## config.mk

```make
export PLATFORM = sky130hd
export DESIGN_NAME = dpct_top
export DESIGN_NICKNAME = d
export VERILOG_FILES = /design/src/dpct_pkg.sv /design/src/dpct_terms.sv /design/src/dpct_top.sv
export SDC_FILE = /design/constraint.sdc
export NUM_CORES = 1
export LEC_CHECK = 0
export BUFFER_PORTS_ARGS = -buffer_cell sky130_fd_sc_hd__buf_2
export CORE_MARGIN = 4
export CORE_UTILIZATION = 34
export DETAILED_ROUTE_END_ITERATION = 8
export PLACE_DENSITY = 0.81
export REMOVE_ABC_BUFFERS = 1
export SYNTH_ARGS = -nofsm -noshare
export SYNTH_HDL_FRONTEND = slang
export SYNTH_SLANG_ARGS = --single-unit
```

## constraint.sdc

```tcl
create_clock -name clk -period 2.75 [get_ports clk]
set_input_delay 0.55 -clock clk [delete_from_list [all_inputs] [get_ports clk]]
set_output_delay 0.55 -clock clk [all_outputs]
set_load 0.05 [all_outputs]
```

## src/dpct_pkg.sv

```systemverilog
package dpct_pkg;

  typedef enum logic [1:0] {
    DPCT_X4,
    DPCT_X8,
    DPCT_X16
  } dpct_width_t;

  localparam int DPCT_CLK_PERIOD_PS = 25000;
  localparam int DPCT_ENTRY_DELAY_NS = 200;
  localparam int DPCT_SETTLE_NS = 200;
  // Least time: round up
  localparam int DPCT_ENTRY_CYCLES =
    (DPCT_ENTRY_DELAY_NS * 1000 + DPCT_CLK_PERIOD_PS - 1) / DPCT_CLK_PERIOD_PS;
  // Longest time: round down, at least one
  localparam int DPCT_SETTLE_RAW = (DPCT_SETTLE_NS * 1000) / DPCT_CLK_PERIOD_PS;
  localparam int DPCT_SETTLE_CYCLES = (DPCT_SETTLE_RAW < 1) ? 1 : DPCT_SETTLE_RAW;
  localparam int DPCT_NUM_TERMS = 10;
  localparam int DPCT_DQ_W = 16;

  // Test input pins, active-low pins keep their _n
  typedef struct packed {
    logic [1:0] ba;
    logic [1:0] bg;
    logic [13:0] a;
    logic we_n_a14;
    logic cas_n_a15;
    logic ras_n_a16;
    logic reset_n;
    logic cke;
    logic act_n;
    logic odt;
    logic ck_t;
    logic ck_c;
    logic ldm_n;
    logic udm_n;
    logic par;
    logic alert_n;
  } dpct_test_in_t;

  typedef struct packed {
    logic [DPCT_DQ_W-1:0] dq;
    logic dqsl_t;
    logic dqsl_c;
    logic dqsu_t;
    logic dqsu_c;
  } dpct_test_out_t;

endpackage

```

## src/dpct_terms.sv

```systemverilog
`timescale 1ns/1ps
module dpct_terms
  import dpct_pkg::*;
#(
  parameter dpct_width_t WIDTH = DPCT_X16
) (
  input wire dpct_test_in_t pins,
  input wire logic test_enable_pin,
  output logic [DPCT_NUM_TERMS-1:0] xor_term
);

  logic is_x16;
  logic is_x8;
  assign is_x16 = (WIDTH == DPCT_X16);
  assign is_x8 = (WIDTH == DPCT_X8);

  always_comb begin
    xor_term[0] = pins.a[1] ^ pins.a[6] ^ pins.par;
    xor_term[1] = pins.a[8] ^ pins.alert_n ^ pins.a[9];
    xor_term[2] = pins.a[2] ^ pins.a[5] ^ pins.cas_n_a15;
    xor_term[3] = pins.a[0] ^ pins.a[7] ^ pins.a[11];
    xor_term[4] = pins.ck_c ^ pins.odt ^ pins.cas_n_a15;
    xor_term[5] = pins.cke ^ pins.ras_n_a16 ^ pins.ras_n_a16 ^ pins.a[10];
    xor_term[6] = pins.act_n ^ pins.a[4] ^ pins.ba[1];
    // Width picks the mask pins that exist on the package
    xor_term[7] = (is_x16 ? pins.udm_n : pins.bg[1])
                ^ ((is_x8 | is_x16) & pins.ldm_n) ^ pins.ck_t;
    xor_term[8] = pins.we_n_a14 ^ pins.a[12] ^ pins.ba[0];
    xor_term[9] = pins.bg[0] ^ pins.a[3] ^ (pins.reset_n & test_enable_pin);
  end

endmodule

```

## src/dpct_top.sv

```systemverilog
`timescale 1ns/1ps
// Function
// - Test-enable high bypasses memory function; pins become test inputs and outputs.
// - Check mode begins after entry delay; tester waits 200 ns.
// - Clock pins not used as clock in check mode, only as term inputs; outputs purely combinational.
// - Test outputs driven only while chip select low, else released.
// - Outputs settle within 200 ns of new inputs.
// - No array refresh, external or internal, during check mode.
// - All on-die termination off while in check mode.
// - Test-enable accepted from any state, including low power and self refresh.
// - Terms 0 to 3 are fixed three-input XORs.
// - Terms 4 to 6 are fixed XORs of clock, command and address pins.
// - Term 7 width-dependent mask XOR; terms 8 and 9 fixed XORs.
// - x16 even DQ0..DQ10 carry terms 0..5; odd neighbours inverted.
// - x16 DQ12..DQ15 and both strobe pairs from terms 6..9.
// - x4 DQ pins XOR term pairs; strobe pair terms 8, 9.
// - Check mode present on x16; optional on x8/x4 at 8Gb or more.
module dpct_top
  import dpct_pkg::*;
#(
  parameter dpct_width_t WIDTH = DPCT_X16,
  parameter bit CHECK_PRESENT = 1'b1
) (
  input wire logic clk,
  input wire logic rst,
  input wire logic test_enable_pin,
  input wire logic cs_n,
  input wire dpct_test_in_t test_in,
  input wire logic refresh_req,
  input wire logic odt_enable_req,
  output dpct_test_out_t test_out,
  output dpct_test_out_t test_out_oe,
  output logic pin_continuity_check_mode,
  output logic memory_bypass,
  output logic refresh_allow,
  output logic odt_active,
  output logic reinit_required
);

  localparam int CNT_W = $clog2(DPCT_ENTRY_CYCLES + 1);
  localparam logic [CNT_W-1:0] ENTRY_LAST = CNT_W'(DPCT_ENTRY_CYCLES - 1);

  typedef enum logic [1:0] {
    DPCT_NORMAL,
    DPCT_ENTERING,
    DPCT_CHECK
  } dpct_state_t;

  dpct_state_t state;
  logic [CNT_W-1:0] entry_cnt;
  logic [DPCT_NUM_TERMS-1:0] xor_term;
  logic ten_on;
  dpct_test_out_t next_out;

  // Absent on optional widths: pin still feeds term 9 but never starts check mode
  assign ten_on = test_enable_pin & (CHECK_PRESENT | (WIDTH == DPCT_X16));

  ////////////////////////////////////////////////////////////////////////////
  // Entry sequencing and the reinit flag, the only parts needing the clock

  always_ff @(posedge clk or posedge rst) begin
    if (rst) begin
      state <= DPCT_NORMAL;
    end else if (!ten_on) begin
      state <= DPCT_NORMAL;
    end else begin
      case (state)
        DPCT_NORMAL: state <= DPCT_ENTERING;
        DPCT_ENTERING: begin
          if (entry_cnt == ENTRY_LAST) begin
            state <= DPCT_CHECK;
          end
        end
        DPCT_CHECK: state <= DPCT_CHECK;
        default: state <= DPCT_NORMAL;
      endcase
    end
  end

  always_ff @(posedge clk or posedge rst) begin
    if (rst) begin
      entry_cnt <= '0;
    end else if (state == DPCT_ENTERING) begin
      entry_cnt <= entry_cnt + CNT_W'(1);
    end else begin
      entry_cnt <= '0;
    end
  end

  // Sticky until a reset: array contents no longer trusted
  always_ff @(posedge clk or posedge rst) begin
    if (rst) begin
      reinit_required <= 1'b0;
    end else if (ten_on) begin
      reinit_required <= 1'b1;
    end
  end

  assign pin_continuity_check_mode = (state == DPCT_CHECK);
  // Bypass and refresh/ODT blocking act as soon as the pin rises
  assign memory_bypass = ten_on;
  assign refresh_allow = refresh_req & ~ten_on;
  assign odt_active = odt_enable_req & ~ten_on;

  ////////////////////////////////////////////////////////////////////////////
  // Clockless XOR network

  dpct_terms #(
    .WIDTH(WIDTH)
  ) u_terms (
    .pins(test_in),
    .test_enable_pin(test_enable_pin),
    .xor_term(xor_term)
  );

  always_comb begin
    next_out = '0;
    case (WIDTH)
      DPCT_X16: begin
        for (int i = 0; i < 6; i++) begin
          next_out.dq[2*i] = xor_term[i];
          next_out.dq[2*i+1] = ~xor_term[i];
        end
        next_out.dq[12] = xor_term[6];
        next_out.dq[13] = xor_term[7];
        next_out.dq[14] = xor_term[8];
        next_out.dq[15] = ~xor_term[8];
        next_out.dqsl_t = xor_term[9];
        next_out.dqsl_c = ~xor_term[6];
        next_out.dqsu_t = ~xor_term[9];
        next_out.dqsu_c = ~xor_term[7];
      end
      DPCT_X8: begin
        next_out.dq[7:0] = xor_term[7:0];
        next_out.dqsl_c = xor_term[8];
        next_out.dqsl_t = xor_term[9];
      end
      default: begin
        for (int i = 0; i < 4; i++) begin
          next_out.dq[i] = xor_term[2*i] ^ xor_term[2*i+1];
        end
        next_out.dqsl_c = xor_term[8];
        next_out.dqsl_t = xor_term[9];
      end
    endcase
  end

  // No flops here: clock pins are ordinary term inputs, so the result
  // follows inputs at once, well inside the settle window
  assign test_out = next_out;

  // Drive only the pins that exist, only in check mode with chip select low
  always_comb begin
    test_out_oe = '0;
    if (pin_continuity_check_mode && !cs_n) begin
      case (WIDTH)
        DPCT_X16: test_out_oe = '1;
        DPCT_X8: begin
          test_out_oe.dq[7:0] = '1;
          test_out_oe.dqsl_t = 1'b1;
          test_out_oe.dqsl_c = 1'b1;
        end
        default: begin
          test_out_oe.dq[3:0] = '1;
          test_out_oe.dqsl_t = 1'b1;
          test_out_oe.dqsl_c = 1'b1;
        end
      endcase
    end
  end

endmodule

```

== Yosys cells after proc, flatten, opt, wreduce, memory -nomap -nowiden ==
Cells that the tools add are included.

* Register bits after elaboration: 7
* Input bits: 37
* Output and inout bits: 45
* Word-level logic and storage cells: 51

* Add/subtract/negate cells: 1
* Equality and inequality tests: 4
* Multiplexer cells: 5
* Bitwise operators: 35
* Reductions and logical operators: 3

{| class="wikitable"
|+ Operator list
! operator !! count
|-
| bitwise XOR 1 bit || 21
|-
| two-way mux 20 bit || 1
|-
| NOT 1 bit || 11
|-
| one-hot mux 2 bit (3 select lines) || 1
|-
| adder 4 x 1 -> 4 bit, second input constant || 1
|-
| equality test 4 x 3 -> 1 bit, second input constant || 1
|-
| two-way mux 2 bit || 2
|-
| two-way mux 4 bit || 1
|-
| AND 1 bit || 3
|-
| != test 3 bit, second input constant || 1
|-
| equality test 2 x 1 -> 1 bit, second input constant || 1
|-
| equality test 2 bit, second input constant || 1
|-
| zero test 2 bit || 1
|-
| logical AND 1 bit || 1
|-
| zero test 1 bit || 1
|}

== Depth between registers and ports, before layout ==
Gate-level depths: netlist (run 1).

* Word-level depth: 4
* Depth in mapped cells: 5
* Mapped depth without buffers: 5

== By module ==
Synthesis (run 1) repeated with hierarchy kept, for this count alone.

* Cells, all modules: 82
* Area total of the unflattened synthesis: 728.2 um2

{| class="wikitable"
|+ Modules (own cells, without submodules)
! module !! times used !! cells each !! area an instance (um2) !! seq. area each (um2)
|-
| dpct_top || 1 || 62 || 558.0 || 175.2
|-
| dpct_terms || 1 || 20 || 170.2 || 0.0
|}

== Worst setup path before layout (run 1) ==
Ideal clock, no wire load.

* Path kind: register to output
* Start: reg state[0]
* End: out test_out_oe[10] (netlist bit)
* Arrival time: 2.716 ns
* Data required time: 2.200 ns
* Setup slack: -0.516 ns
* Stages on the path, launching flop included: 5
* Path buffers: 1
* Path through: dfrtp_1 > inv_1 > ha_1 > nor2b_1 > buf_4

{| class="wikitable"
|+ RTL lines
! element !! RTL line !! source
|-
| from (decl) || dpct_top.sv:49 || <nowiki>dpct_state_t state;</nowiki>
|-
| from (signal assigned) || dpct_top.sv:63 || <nowiki>state <= DPCT_NORMAL;</nowiki>
|-
| from (signal assigned) || dpct_top.sv:65 || <nowiki>state <= DPCT_NORMAL;</nowiki>
|-
| from (signal assigned) || dpct_top.sv:68 || <nowiki>DPCT_NORMAL: state <= DPCT_ENTERING;</nowiki>
|-
| to (decl) || dpct_top.sv:32 || <nowiki>output dpct_test_out_t test_out_oe,</nowiki>
|}

==> run_results.csv, run 1 <==
group,metric,value,unit
pwr,pwr-share-clk,9.6,%
cts,total_number_of_h_tree_levels,1,
synthesis,synthesis.yosys.warnings,0,
global_route,grt_use_total,10.5,%
global_route,antenna_found_initial,0,
cts,holdBufCountCts,0,
global_route,first_pass_grt_wire_length,2240,microns
setup_path,critical_setup_path_kind,"flip-flop to primary output",
timing,layout_setup_ws,730,ps
layout,proportion_of_layout_cells_with_a_drive_suffix_above_1,57.9,%
layout,finish.utilization,51.6,%
placement,gp_congestion,0.622,
cts,cts_inserted_buffers,3,
placement,detailed_place.area,0.00101,sq mm
layout,layout_commonest_cell,"sky130_fd_sc_hd__buf_2",
synthesis,avgSynthCellArea,8.85,sq um
timing,finalSetupViolations,0,
route,drt_wl_total,1540,microns
layout,final_nets,187,
cts,clk-insertion-delay-late,250,ps
layout,area.growth.synth_to_final,42.4,%
cts,path_clk_slew,50,ps
setup_path,crit_required,2200,ps
timing,timing.max_slew.rel_slack,81.5,%
floorplan,die_width,54.2,microns
placement,pre_cts_ws,902,ps
timing,period_minus_slack,2020,ps
pwr,power.internal,0.354,mW
route,vias_per_cell,4.03,
pwr,power.density,938,mW/mm^2
pwr,p_sw_share,63.5,%
setup_path,critical_path_fanout_max,20,
cts,tritoncts_num_sinks,7,
floorplan,initial_utilization,36.3,%
timing,fin_setup_tns,0,ps
timing,timing_worst_slew_pin_value,277,ps
floorplan,core.rowCount,16,
timing,hold_viol,0,
placement,place.detailed.instances,168,
timing,fin_crit_sh,73.4,%
setup_path,timing.critical_path.from_type,"flip-flop",
timing,rsz0062_at_grt,"false",
setup_path,timing.critical_path.arrival,1470,ps
layout,fin_area,0.00103,sq mm
timing,final-max-slew-violation-count,0,
floorplan,die_area,0.00294,sq mm
synthesis,yosys.cell_types.count,14,
placement,portBuffers,78,
cts,post-cts-setup-buffer-count,0,
route,post-route-drc-count,0,
synthesis,yosysTopAreaCellShare,24.1,%
timing,clock-skew-final,4.74,ps
setup_path,worstSetupEndpointType,"primary output",
layout,n_fill_cell,199,
synthesis,total_standard_cell_area_after_synthesis,726,sq um
global_route,first_global_vias,607,
pwr,net-switching-power,0.615,mW
route,detailroute.via_count,693,
pwr,leakagePower,0.633,nW
cts,tritoncts,"yes",
synthesis,synth.yosys.seq_area_share,24.1,%
cts,clock_tree.buffer_depth,2,
pwr,power.share.sequential,15.0,%
timing,whs,221,ps
synthesis,netlist_instances,82,
floorplan,dieHeight,54.2,microns
layout,final_cell_mix,"78 x sky130_fd_sc_hd__buf_2, 19 x sky130_fd_sc_hd__xnor2_1, 14 x sky130_fd_sc_hd__inv_1",
pwr,vdd_ir_drop_max,0.508,mV
layout,final_cells,172,
route,antenna_left,0,
layout,insertedDiodeCount,0,
synthesis,post_synth_main_area_contributors,"sky130_fd_sc_hd__dfrtp_1 24%, sky130_fd_sc_hd__xnor2_1 23%, sky130_fd_sc_hd__buf_4 21%, sky130_fd_sc_hd__inv_1 7.2%, sky130_fd_sc_hd__ha_1 6.9%",
cts,cts-resized-gates,0,
placement,dp_hpwl,1410,microns
synthesis,synthDominantAreaCellType,"sky130_fd_sc_hd__dfrtp_1",
floorplan,num_io_pins,82,
min_path,holdCritPathClass,"input port to async pin",
global_route,pin_count_of_the_biggest_net_entering_global_routing,21,
job,cap_violations,0,
floorplan,coreArea,0.00200,sq mm
global_route,overflow,0,
pwr,share_comb_of_total_power,75.4,%
route,number_of_drc_markers_after_the_initial_detailed_route_iteration,3,
pwr,fin_total_pwr,0.969,mW
route,wl_per_cell,8.97,microns
cts,cts_root_buf,"sky130_fd_sc_hd__clkbuf_4",
route,drt_pass1_iterations,3,
timing,max_freq,495,MHz
run_status,run_status,"complete, no violations",
synthesis,yosys_register_bits,7,
## layout make-up
| cell class | count | area [sq um] | share of cell area (%) |
|---|---|---|---|
| Inverter | 14 | 52.6 | 5.08 |
| Tap cell | 27 | 33.8 | 3.27 |
| Clock buffer | 4 | 26.3 | 2.54 |
| Multi-Input combinational cell | 41 | 348 | 33.7 |
| Timing Repair Buffer | 79 | 398 | 38.5 |
| Sequential cell | 7 | 175 | 16.9 |
## critical path: stages, from the launching register on
cell	delay, ps
sky130_fd_sc_hd__dfrtp_1	380
sky130_fd_sc_hd__inv_1	100
sky130_fd_sc_hd__ha_1	160
sky130_fd_sc_hd__nor2b_1	120
sky130_fd_sc_hd__buf_4	180
sky130_fd_sc_hd__buf_2	280
## sequential cells by signal (all words and copies together), names as in the netlist
register	cells
entry_cnt	4
state	2
reinit_required	1
## path summary, 6_finish.rpt
check,start,end,slack [ps],cells past startpoint
max,state[0],test_out_oe[11],730,5
min,rst,entry_cnt[0],220,2
max reg2reg,state[1],state[0],1510,5
min reg2reg,reinit_required,reinit_required,460,1
max in group asynchronous,rst,entry_cnt[1],2310,2
min in group clk,reinit_required,reinit_required,460,1
## layer usage
metal | vias to the layer above | global-route usage [%] | share of wire [%]
met2 | 54 | 21.5 | 50
li1 | 346 | - | -
met3 | 0 | 2.49 | 18
met1 | 293 | 8.61 | 32
met4 | 0 | 6.22 | 0
met5 | - | 0 | 0
## synth_stat cells, drive strengths merged
cell type and instances:
or2 1, ha 4, inv 14, nand3 1, mux2i 2, a31oi 1
dfrtp 7, buf 20, nand2 4, and2 3, xor2 2, nor2b 4
xnor2 19
## cell families after synthesis
logic type | after synthesis | share of synthesized area [%]
buffers and inverters | 34 | 27.9
xor gates and xnor gates | 21 | 25.3
and+or+nand+nor | 13 | 10.0
DFF | 7 | 24.1
adders and majority gates | 4 | 6.90
muxes | 2 | 2.76
AOI/OAI and AO/OA | 1 | 2.93
## power groups by stage
stage,logic (mW),registers (mW),clock network [mW]
final,0.731,0.146,0.0929
after global routing,0.779,0.149,0.103
after CTS,0.741,0.145,0.0969
after detailed placement,0.740,0.147,0
after global placement,0.726,0.144,0
after floorplan,0.469,0.143,0
No activity file was read; power rests on OpenSTA's default activity.
==> run 2, diff against run 1 <==
Settings changed: CORE_UTILIZATION 34 to 33, PLACE_DENSITY 0.81 to 0.79.
Clock period 2.75 ns to 2 ns, I/O delays scaled along.
==> run 2 against run 1 <==
Sequential power increased by 36%. Highest routed layer is now met4. Non-clock buffer count unchanged. Largest power group unchanged. Hold slack got worse by 150 ps. Via count increased by 5.5%. Critical path type unchanged.
==> run_results.csv, run 2 (synthesized netlist as in run 1, its figures left out) <==
group,metric,value,unit
run_status,run_status,"complete, no violations",
global_route,grt_use_total,10.1,%
setup_path,worstSetupEndpointType,"primary output",
job,cap_violations,0,
route,number_of_drc_markers_after_the_initial_detailed_route_iteration,1,
floorplan,core.rowCount,16,
placement,portBuffers,78,
cts,path_clk_slew,50,ps
timing,final-max-slew-violation-count,0,
cts,clock_tree.buffer_depth,2,
timing,timing.max_slew.rel_slack,81.5,%
layout,proportion_of_layout_cells_with_a_drive_suffix_above_1,57.9,%
setup_path,critPathCapture,"test_out_oe[18]",
cts,total_number_of_h_tree_levels,1,
layout,layout_commonest_cell,"sky130_fd_sc_hd__buf_2",
floorplan,num_io_pins,82,
setup_path,worst_setup_path_startpoint,"state[0]",
route,drt_wl_total,1640,microns
floorplan,coreArea,0.00202,sq mm
layout,final_nets,187,
cts,clk-insertion-delay-late,250,ps
cts,cts_root_buf,"sky130_fd_sc_hd__clkbuf_4",
cts,post-cts-setup-buffer-count,0,
cts,holdBufCountCts,0,
layout,largest_registers,"entry_cnt (4), state (2), reinit_required (1)",
setup_path,critical_setup_path_kind,"flip-flop to primary output",
cts,cts-resized-gates,0,
placement,gp_congestion,0.621,
setup_path,timing.critical_path.from_type,"flip-flop",
timing,hold_viol,0,
pwr,fin_total_pwr,1.33,mW
setup_path,reg2reg_to,"state[1]",
cts,tritoncts,"yes",
layout,final_cell_mix,"78 x sky130_fd_sc_hd__buf_2, 19 x sky130_fd_sc_hd__xnor2_1, 14 x sky130_fd_sc_hd__inv_1",
route,vias_per_cell,4.25,
pwr,vdd_ir_drop_max,0.594,mV
layout,area.growth.synth_to_final,42.4,%
layout,n_fill_cell,195,
floorplan,die_width,54.9,microns
timing,rsz0062_at_grt,"false",
route,antenna_left,0,
global_route,overflow,0,
pwr,power.density,1290,mW/mm^2
route,wl_per_cell,9.56,microns
setup_path,critical_path_fanout_max,20,
global_route,pin_count_of_the_biggest_net_entering_global_routing,21,
timing,finalSetupViolations,0,
setup_path,crit_required,1600,ps
timing,period_minus_slack,1890,ps
min_path,holdCritPathClass,"input port to async pin",
setup_path,worstRegToRegCells,5,
timing,clock-skew-final,3.07,ps
setup_path,timing.critical_path.arrival,1490,ps
floorplan,initial_utilization,35.9,%
cts,cts_inserted_buffers,3,
timing,fin_crit_sh,94.6,%
global_route,first_global_vias,648,
layout,largest-register,"entry_cnt",
pwr,p_sw_share,63.6,%
layout,insertedDiodeCount,0,
pwr,power.share.sequential,14.9,%
global_route,antenna_found_initial,0,
global_route,first_pass_grt_wire_length,2260,microns
setup_path,worst-r2r-setup-slack,760,ps
layout,largest_register_ff_count,4,
cts,tritoncts_num_sinks,7,
floorplan,dieHeight,54.9,microns
floorplan,die_area,0.00301,sq mm
setup_path,timing.rr.start,"state[1]",
placement,dp_hpwl,1520,microns
pwr,pwr-share-clk,9.4,%
route,post-route-drc-count,0,
timing,timing_worst_slew_pin_value,278,ps
pwr,power.internal,0.486,mW
route,drt_pass1_iterations,3,
pwr,net-switching-power,0.847,mW
pwr,share_comb_of_total_power,75.7,%
timing,max_freq,529,MHz
timing,fin_setup_tns,0,ps
pwr,leakagePower,0.633,nW
timing,whs,75.7,ps
route,detailroute.via_count,731,
-- run 2: cell type report --
class	count	area [sq um]	share of cell area (%)
repair buffers	79	398	38.5
multi-input cells	41	348	33.7
flip-flops and latches	7	175	16.9
inverters	14	52.6	5.08
well taps	27	33.8	3.27
clock buffers	4	26.3	2.54
-- run 2: worst max-delay path, stage by stage (launching register included) --
cell and delay, ps:
sky130_fd_sc_hd__dfrtp_1 380, sky130_fd_sc_hd__inv_1 100, sky130_fd_sc_hd__ha_1 160, sky130_fd_sc_hd__nor2b_1 130, sky130_fd_sc_hd__buf_4 190, sky130_fd_sc_hd__buf_2 290
-- run 2: power by group through the flow --
stage / clock network, mW / logic (mW) / registers, mW
6_report: 0.125 / 1.01 / 0.199
5_1_grt: 0.140 / 1.08 / 0.202
4_1_cts: 0.132 / 1.02 / 0.199
3_5_place_dp: 0 / 1.02 / 0.202
3_3_place_gp: 0 / 1.00 / 0.199
2_1_floorplan: 0 / 0.588 / 0.196
-- run 2: worst min path at each step --
stage               start  depth (start not counted)         endpoint  slack, ps
floorplan             rst                          1     entry_cnt[0]        200
global placement      rst                          2  reinit_required        340
detailed placement    rst                          2  reinit_required        340
CTS                   rst                          2  reinit_required         70
global route          rst                          2         state[0]         90
finish                rst                          2     entry_cnt[3]         80
-- run 2: layer usage --
metal	GRT usage (%)	vias up	part of all wire, %
met5	0	-	0
met2	20.1	70	43
li1	-	346	-
met4	3.64	0	0.79
met3	3.49	4	22
met1	9.18	311	34
-- run 2: stage by stage --
step | util [%] | cells | instance area [sq um] | setup WS [ps]
final | 51.1 | 172 | 1030 | 108
after floorplan | - | 62 | 576 | -12250
after global routing | 51.1 | 172 | 1030 | 11.8
after global placement | 49.8 | 168 | 1010 | 409
after CTS | 51.1 | 172 | 1030 | 81.1
after detailed placement | 49.8 | 168 | 1010 | 366
